<file path="src/pkg/rpt_consts.svh">
// Timing, reset values and encodings for the RSSI PWM output timers
`ifndef RPT_CONSTS_SVH
`define RPT_CONSTS_SVH

// ----------------------------------------------------------------
// Clock and modulation timing
// ----------------------------------------------------------------
`define RPT_CLK_PERIOD_NS    50
`define RPT_PWM_PERIOD_NS    64000
`define RPT_PWM_PERIOD_CYC   (`RPT_PWM_PERIOD_NS / `RPT_CLK_PERIOD_NS)
`define RPT_PWM_STEPS        445
`define RPT_STEP_NS          144
`define RPT_UNIT_MS          100
`define RPT_UNIT_CYC         (`RPT_UNIT_MS * 1000000 / `RPT_CLK_PERIOD_NS)

// ----------------------------------------------------------------
// Signal strength mapping, percent times 100 and PWM steps
// ----------------------------------------------------------------
`define RPT_RSSI_BASE_PCT100  2400
`define RPT_RSSI_SLOPE_PCT100 170
`define RPT_PCT100_FULL       10000
`define RPT_RSSI_FLOOR_STEPS  9'h06b
`define RPT_BELOW_SENS_STEPS  9'h035

// ----------------------------------------------------------------
// Reset values and special settings
// ----------------------------------------------------------------
`define RPT_HOLD_RESET       8'h28
`define RPT_TIMEOUT_RESET    8'hff
`define RPT_HOLD_FOREVER     8'hff
`define RPT_TIMER_OFF        8'h00

`endif

</file>
<file path="src/pkg/rpt_pkg.sv">
// Types shared by the RSSI PWM output timers
package rpt_pkg;

  typedef enum logic [1:0] {
    RPT_FN_DISABLED = 2'h0,
    RPT_FN_RSSI     = 2'h1,
    RPT_FN_PASS     = 2'h2,
    RPT_FN_RSVD     = 2'h3
  } rpt_func_t;

  typedef enum logic [1:0] {
    RPT_CFG_HOLD    = 2'h0,
    RPT_CFG_TIMEOUT = 2'h1,
    RPT_CFG_SEL_A   = 2'h2,
    RPT_CFG_SEL_B   = 2'h3
  } rpt_cfg_t;

endpackage : rpt_pkg

</file>
<file path="src/verilog/rpt_pwm_timers.sv">
// RSSI display and line-passing PWM outputs with hold and timeout timers
//
// Behaviour
// - Each output repeats a fixed 64 us period while active.
// - Each period holds 445 steps of 2 or 3 cycles, about 144 ns on average.
// - Signal strength is shown at 24 to 100 percent duty; zero duty means inactive.
// - A duty between one and 24 percent marks a packet at or below sensitivity.
// - 10, 20 and 30 dB above sensitivity give 41, 58 and 75 percent duty.
// - A hold time of 0x01 to 0xfe shows the last strength that many 100 ms units, then low.
// - The strength output stays low from power-up until the first radio packet.
// - A hold time of 0xff never times out and always shows the last packet.
// - The hold time is eight bits in 100 ms units and resets to 0x28.
// - One eight-bit timeout in 100 ms units, reset 0xff, covers both outputs.
// - A passed-through non-zero duty starts the timeout; expiry forces zero duty.
// - Each valid I/O sample packet restarts the timeout from its full setting.
// - Output A select: 0 disabled, 1 strength, 2 passed-through; resets to 1.
// - Output B select uses the same coding and resets to disabled.
`timescale 1ns/1ps
`include "rpt_consts.svh"

module rpt_pwm_timers #(
  parameter int unsigned UNIT_CYCLES = `RPT_UNIT_CYC
) (
  input  wire logic       core_clk,
  input  wire logic       rst_n,
  input  wire logic       cfg_wr_en,
  input  wire logic [1:0] cfg_index,
  input  wire logic [7:0] cfg_wdata,
  output logic      [7:0] cfg_rdata,
  input  wire logic       rx_pkt_stb,
  input  wire logic       rx_below_sens,
  input  wire logic [7:0] rx_margin_db,
  input  wire logic       io_pkt_stb,
  input  wire logic [8:0] io_duty_a,
  input  wire logic [8:0] io_duty_b,
  output logic            modulated_output_a,
  output logic            modulated_output_b,
  output logic            rssi_active
);

  localparam int unsigned UW = (UNIT_CYCLES > 1) ? $clog2(UNIT_CYCLES) : 1;
  localparam logic [10:0] PERIOD_CYC = 11'(`RPT_PWM_PERIOD_CYC);
  localparam logic [10:0] STEP_INC   = 11'(`RPT_PWM_STEPS);
  localparam logic [8:0]  LAST_STEP  = 9'(`RPT_PWM_STEPS - 1);
  localparam logic [8:0]  FULL_STEPS = 9'(`RPT_PWM_STEPS);

  // ----------------------------------------------------------------
  // Helper functions
  // ----------------------------------------------------------------
  // Linear fit through the three calibration points, rounded up
  function automatic logic [8:0] rpt_rssi_steps(input logic [7:0] db);
    logic [31:0] pct;
    logic [31:0] prod;
    pct  = `RPT_RSSI_BASE_PCT100 + `RPT_RSSI_SLOPE_PCT100 * 32'(db);
    prod = (pct * `RPT_PWM_STEPS + `RPT_PCT100_FULL - 1) / `RPT_PCT100_FULL;
    if (pct >= `RPT_PCT100_FULL) begin
      return FULL_STEPS;
    end
    return prod[8:0];
  endfunction : rpt_rssi_steps
  function automatic logic [8:0] rpt_clamp(input logic [8:0] d);
    return (d > FULL_STEPS) ? FULL_STEPS : d;
  endfunction : rpt_clamp
  function automatic logic [8:0] rpt_target(input logic [1:0] sel, input logic valid,
                                            input logic [8:0] rssi, input logic [8:0] pass);
    case (sel)
      rpt_pkg::RPT_FN_RSSI: return valid ? rssi : 9'h000;
      rpt_pkg::RPT_FN_PASS: return pass;
      default:              return 9'h000;
    endcase
  endfunction : rpt_target

  // ----------------------------------------------------------------
  // Configuration settings
  // ----------------------------------------------------------------
  logic [7:0] hold_reg;
  logic [7:0] timeout_reg;
  logic [1:0] sel_a_reg;
  logic [1:0] sel_b_reg;

  always_ff @(posedge core_clk or negedge rst_n) begin
    if (!rst_n) begin
      hold_reg    <= `RPT_HOLD_RESET;
      timeout_reg <= `RPT_TIMEOUT_RESET;
      sel_a_reg   <= rpt_pkg::RPT_FN_RSSI;
      sel_b_reg   <= rpt_pkg::RPT_FN_DISABLED;
    end else if (cfg_wr_en) begin
      case (cfg_index)
        rpt_pkg::RPT_CFG_HOLD:    hold_reg    <= cfg_wdata;
        rpt_pkg::RPT_CFG_TIMEOUT: timeout_reg <= cfg_wdata;
        rpt_pkg::RPT_CFG_SEL_A:   sel_a_reg   <= cfg_wdata[1:0];
        rpt_pkg::RPT_CFG_SEL_B:   sel_b_reg   <= cfg_wdata[1:0];
        default:                  hold_reg    <= hold_reg;
      endcase
    end
  end

  always_ff @(posedge core_clk or negedge rst_n) begin
    if (!rst_n) begin
      cfg_rdata <= 8'h00;
    end else begin
      case (cfg_index)
        rpt_pkg::RPT_CFG_HOLD:    cfg_rdata <= hold_reg;
        rpt_pkg::RPT_CFG_TIMEOUT: cfg_rdata <= timeout_reg;
        rpt_pkg::RPT_CFG_SEL_A:   cfg_rdata <= {6'h00, sel_a_reg};
        rpt_pkg::RPT_CFG_SEL_B:   cfg_rdata <= {6'h00, sel_b_reg};
        default:                  cfg_rdata <= 8'h00;
      endcase
    end
  end

  // ----------------------------------------------------------------
  // Step generator
  // ----------------------------------------------------------------
  // 445 steps cannot divide 1280 cycles evenly; a fractional accumulator
  // spreads them so the period stays exact at the cost of 2-3 cycle steps
  logic [10:0] acc_reg;
  logic [10:0] acc_sum;
  logic [8:0]  step_reg;
  logic        step_tick;
  logic        period_end;

  assign acc_sum    = acc_reg + STEP_INC;
  assign step_tick  = (acc_sum >= PERIOD_CYC);
  assign period_end = step_tick && (step_reg == LAST_STEP);

  always_ff @(posedge core_clk or negedge rst_n) begin
    if (!rst_n) begin
      acc_reg  <= 11'h000;
      step_reg <= 9'h000;
    end else begin
      acc_reg <= step_tick ? (acc_sum - PERIOD_CYC) : acc_sum;
      if (step_tick) begin
        step_reg <= period_end ? 9'h000 : step_reg + 9'h001;
      end
    end
  end

  // ----------------------------------------------------------------
  // 100 ms unit prescaler, shared by both timers
  // ----------------------------------------------------------------
  // Shared tick: a restart may see its first unit short by up to 100 ms
  logic [UW-1:0] unit_cnt_reg;
  logic          unit_tick;

  assign unit_tick = (unit_cnt_reg == UW'(UNIT_CYCLES - 1));

  always_ff @(posedge core_clk or negedge rst_n) begin
    if (!rst_n) begin
      unit_cnt_reg <= '0;
    end else begin
      unit_cnt_reg <= unit_tick ? '0 : unit_cnt_reg + UW'(1);
    end
  end

  // ----------------------------------------------------------------
  // Signal strength capture and hold timer
  // ----------------------------------------------------------------
  logic [8:0] rssi_steps_reg;
  logic [7:0] hold_cnt_reg;
  logic       rssi_seen_reg;

  always_ff @(posedge core_clk or negedge rst_n) begin
    if (!rst_n) begin
      rssi_steps_reg <= 9'h000;
      rssi_seen_reg  <= 1'b0;
    end else if (rx_pkt_stb) begin
      rssi_seen_reg  <= 1'b1;
      rssi_steps_reg <= rx_below_sens ? `RPT_BELOW_SENS_STEPS
                                      : rpt_rssi_steps(rx_margin_db);
    end
  end

  always_ff @(posedge core_clk or negedge rst_n) begin
    if (!rst_n) begin
      rssi_active  <= 1'b0;
      hold_cnt_reg <= 8'h00;
    end else if (rx_pkt_stb) begin
      rssi_active  <= (hold_reg != `RPT_TIMER_OFF);
      hold_cnt_reg <= hold_reg;
    end else if (unit_tick && rssi_active && hold_reg != `RPT_HOLD_FOREVER) begin
      hold_cnt_reg <= hold_cnt_reg - 8'h01;
      if (hold_cnt_reg <= 8'h01) begin
        rssi_active <= 1'b0;
      end
    end
  end

  // ----------------------------------------------------------------
  // Line-passing duties and output timeout
  // ----------------------------------------------------------------
  logic [8:0] pass_reg [2];
  logic [7:0] to_cnt_reg;
  logic       to_expire;

  assign to_expire = unit_tick && (timeout_reg != `RPT_TIMER_OFF) && (to_cnt_reg == 8'h01);

  always_ff @(posedge core_clk or negedge rst_n) begin
    if (!rst_n) begin
      pass_reg[0] <= 9'h000;
      pass_reg[1] <= 9'h000;
      to_cnt_reg  <= 8'h00;
    end else if (io_pkt_stb) begin
      pass_reg[0] <= rpt_clamp(io_duty_a);
      pass_reg[1] <= rpt_clamp(io_duty_b);
      to_cnt_reg  <= timeout_reg;
    end else if (unit_tick && timeout_reg != `RPT_TIMER_OFF && to_cnt_reg != 8'h00) begin
      to_cnt_reg <= to_cnt_reg - 8'h01;
      if (to_expire) begin
        pass_reg[0] <= 9'h000;
        pass_reg[1] <= 9'h000;
      end
    end
  end

  // ----------------------------------------------------------------
  // Output generation
  // ----------------------------------------------------------------
  logic [1:0] sel_w [2];
  logic [8:0] duty_reg [2];
  logic       out_reg [2];

  assign sel_w[0]           = sel_a_reg;
  assign sel_w[1]           = sel_b_reg;
  assign modulated_output_a = out_reg[0];
  assign modulated_output_b = out_reg[1];

  for (genvar i = 0; i < 2; i++) begin : g_out
    always_ff @(posedge core_clk or negedge rst_n) begin
      if (!rst_n) begin
        duty_reg[i] <= 9'h000;
        out_reg[i]  <= 1'b0;
      end else begin
        if (period_end) begin
          duty_reg[i] <= rpt_target(sel_w[i], rssi_active, rssi_steps_reg,
                                    pass_reg[i]);
        end
        out_reg[i] <= (step_reg < duty_reg[i]);
      end
    end

  end
  // ----------------------------------------------------------------
  // Checks
  // ----------------------------------------------------------------
  logic [10:0] cyc_reg;
  logic        wrapped_reg;

  always_ff @(posedge core_clk or negedge rst_n) begin
    if (!rst_n) begin
      cyc_reg     <= 11'h000;
      wrapped_reg <= 1'b0;
    end else begin
      cyc_reg     <= period_end ? 11'h000 : cyc_reg + 11'h001;
      wrapped_reg <= wrapped_reg | period_end;
    end
  end
endmodule : rpt_pwm_timers

</file>
<file path="config.mk">
export PLATFORM = sky130hd
export DESIGN_NAME = rpt_pwm_timers
export DESIGN_NICKNAME = d
export VERILOG_FILES = /design/src/pkg/rpt_pkg.sv /design/src/verilog/rpt_pwm_timers.sv
export VERILOG_INCLUDE_DIRS = /design/src /design/src/pkg
export SDC_FILE = /design/constraint.sdc
export NUM_CORES = 1
export LEC_CHECK = 0
export BUFFER_PORTS_ARGS = -buffer_cell sky130_fd_sc_hd__buf_2
export CORE_MARGIN = 1.5
export CORE_UTILIZATION = 50
export DETAILED_ROUTE_END_ITERATION = 16
export PLACE_DENSITY_LB_ADDON = 0.3
export SYNTH_ARGS = -nofsm -noshare
export SYNTH_HDL_FRONTEND = slang
export SYNTH_SLANG_ARGS = --single-unit
</file>
<file path="constraint.sdc">
create_clock -name core_clk -period 4.4 [get_ports core_clk]
set_input_delay 0.66 -clock core_clk [delete_from_list [all_inputs] [get_ports core_clk]]
set_output_delay 0.66 -clock core_clk [all_outputs]
set_load 0.03 [all_outputs]
</file>
==> results by group <==
Synth
  – Yosys warnings: 0
  – FFs w/ async S/R, synth: between 90% and 100%
  – Mapped cell area: 23400 µm²
  – Post-synth EDFFs: 0
  – Count leader, synth: nand2_1
  – Part of the Yosys area used for sequential elements: between 10 and 15%
  – Synth Area per Inst: ~8.0 µm²
  – Commonest cells post-synth: nand2_1 (260), nor2_1 (211), inv_1 (195), ha_1 (160), xnor2_1 (157)
  – Synth Net Count: between 3000 and 4000
  – Synthesized flop and latch total: ~130
  – Cells after Synth: between 2000 and 3000
  – Synth top area cells: dfrtp_1 (13%), ha_1 (8.5%), fa_1 (6.2%), xnor2_1 (5.9%), nand2_1 (4.2%)
  – Main synth FF type: dfrtp_1
  – Share of the synthesized area in the top cell type: between 10% and 20%
  – Synth unique cells: 144
  – Yosys top cell by area: dfrtp_1

Global route
  – Initial antenna violation count: 0
  – Gr usage total: 36.9%
  – Overflow after GRT: 0
  – Global-route wire length before repair: 146000 µm
  – GRT busiest layer: met2
  – Largest net degree at the start of global routing: between 70 and 80
  – Global routing usage on met2: around two thirds
  – GRT met1 Usage: between 40% and 50%
  – GR Util met3: under 10%
  – Vias in the first global route: between 20000 and 30000

Worst setup path
  – Critical Path Max Stage Delay: around 0.58 ns
  – Crit path max fanout: 16
  – Most used cell, CP: or4_4
  – Startpoint Class: primary input
  – WP data arrival: roughly 24 ns
  – R2r setup slk: between 0.5 and 0.6 ns
  – CP Launch Point: rx_margin_db[1]
  – RR Startpoint: acc_reg[3]$_DFF_PN0_
  – Critical path type: primary input to register
  – CP max-delay cell: fa_1
  – Kind of end point of the critical path: register
  – Crit Reg-Reg Endpoint: step_reg[7]$_DFFE_PN0N_
  – CP required: between 4 and 5 ns
  – Crit path capture: rssi_steps_reg[0]$_DFFE_PN0P_
  – R2R depth: 16

Routing
  – Via count: just under 30000
  – DRC: 0
  – Antenna Nets Post-Route: 0
  – Routed WL per cell: slightly below 20 µm
  – Routed WL: around 93000 µm
  – Via density per instance: 6.16
  – Initial DRC count: about 2600
  – Initial DRT Pass Iterations: 7

Timing
  – Unrepaired setup endpoints after global routing: true
  – Final Critical Period: ~24 ns
  – Finish-stage setup viols: 9
  – Setup TNS: -149.49 ns
  – Fin crit share: 548%
  – Final Hold Vio Count: 0
  – Final WS setup: -19.73 ns
  – Fin. max-slew vios: 0
  – Clock skew: 0.00892 ns
  – Rel. slew slack: around a quarter
  – Worst-Margin Slew: between 1 and 1.5 ns
  – FMAX: roughly 0.041 GHz

Clock network
  – TritonCTS clock tree: built
  – Clock Path Buffers: 2
  – CTS buffer count: 17
  – # hold bufs at CTS: 0
  – CTS root buf: clkbuf_16
  – Worst-Skew Late Latency: roughly 0.43 ns
  – CTS HTree Levels: 4
  – Sink Count: about 130
  – Reg clk slew, reported paths: approximately 0.060 ns

Flow run
  – Max Cap Viol: 0

Placed design
  – Dpl cells: 4602
  – Hpwl dp: about 71000 µm
  – GP Congestion: between 0.9 and 1
  – IO buf count: 52
  – Worst slack, placed: -20.49 ns

Floorplan
  – Die Height: around 220 µm
  – Core Region: about 46000 µm²
  – Row cnt: ~80
  – I/O pins: 53
  – Die width: 219 µm
  – Starting Density: 50.5%
  – Die ar.: ~48000 µm²

Finish
  – Fraction of layout cells with a size suffix above 1: 43.8%
  – Layout area overhead: 55.7%
  – Layout Cells excl Fill: approximately 4800
  – Sequential cell area: 3340 µm²
  – Multi-input logic area: around 21000 µm²
  – Fill cells: about 3100
  – Nets: ~4400
  – Max reg flops: 21

Hold path
  – Worst hold path class: primary input to async pin

Outcome
  – Status: finished, violations left
  – Failing checks: negative setup slack
[layout make-up]
cell class	count	area share, %
clock buffer	23	1.34
sequential	133	9.16
inverter	196	2.05
clock inverter	9	0.405
timing repair buffer	1272	26.5
tap	607	2.08
multi-input combinational	2515	58.5
antenna	1	0.00686
[critical path, delay by kind of cell]
family / cells / cell delay (ns)
AOI/OAI and AO/OA: 40 / 8.94
and+or+nand+nor: 21 / 6.38
adders and majority gates: 11 / 4.59
buffers and inverters: 17 / 2.06
muxes: 4 / 1.26
xor gates and xnor gates: 3 / 0.49
[routing by layer]
metal  up-vias  wire [µm]
li1      13400          -
met1     14300      37400
met2      1281      45700
met3       366       5690
met4         0       4660
met5         -          0
[per-stage QoR]
step	hold WS [ns]	cell area [µm²]	util (%)
4_1_cts	0.369	35400	76.4
2_1_floorplan	0.364	24000	-
6_report	0.350	36500	78.7
3_5_place_dp	0.448	32900	71.0
3_3_place_gp	0.427	32900	71.0
5_1_grt	0.410	36500	78.7
[cell families (layout without fill, tap and decap cells)]
group / after synthesis / after routing / synth area share (%)
XOR/XNOR: 250 / 250 / 9.78
buffers and inverters: 294 / 1500 / 4.91
flip-flops: 133 / 133 / 14.3
AO/OA/AOI/OAI: 865 / 866 / 27.6
other: 0 / 1 / 0
AND/OR/NAND/NOR: 1084 / 1084 / 24.7
multiplexers: 82 / 82 / 3.97
adder cells (fa/ha/maj): 233 / 233 / 14.8
[cells in the final DEF, fill, tap and decap left out, types with 19 or more instances in the layout]
master,instances
buf_4,1180
nand2_1,249
nor2_1,192
inv_1,185
ha_1,146
xnor2_1,135
o21ai_0,130
dfrtp_1,122
a21oi_1,110
nand3_1,95
xor2_1,72
fa_1,72
nor3_1,62
and2_1,52
buf_2,49
nand4_1,48
or3_1,48
o211ai_1,48
mux2_2,37
a21o_1,36
a31oi_1,35
buf_6,35
and3_1,32
o21ai_1,28
a22oi_1,26
xnor2_2,25
nor4_1,25
mux2i_1,24
a211oi_1,23
a211o_1,23
o21a_1,20
a21oi_2,20
nor3b_1,20
nand2b_1,19
nor3_2,19
o21ai_2,19
[worst min path at each step]
stage	endpoint	slack [ns]	cells after the start
6_report	duty_reg[16]$_DFFE_PN0P_	0.35	1
3_5_place_dp	acc_reg[0]$_DFF_PN0_	0.45	1
3_3_place_gp	acc_reg[0]$_DFF_PN0_	0.43	1
2_1_floorplan	acc_reg[0]$_DFF_PN0_	0.36	0
5_1_grt	acc_reg[8]$_DFF_PN0_	0.41	1
4_1_cts	acc_reg[4]$_DFF_PN0_	0.37	1
[timing repair]
item	CTS	global route
pin swaps	106	102
cloned	1	1
setup buffers	90	36
setup endpoints to repair	9	9
gates resized for setup	235	157
Power is left out: the tool's default activity adds up to more than one toggle a clock period on the data nets, which glitch-free logic cannot reach.
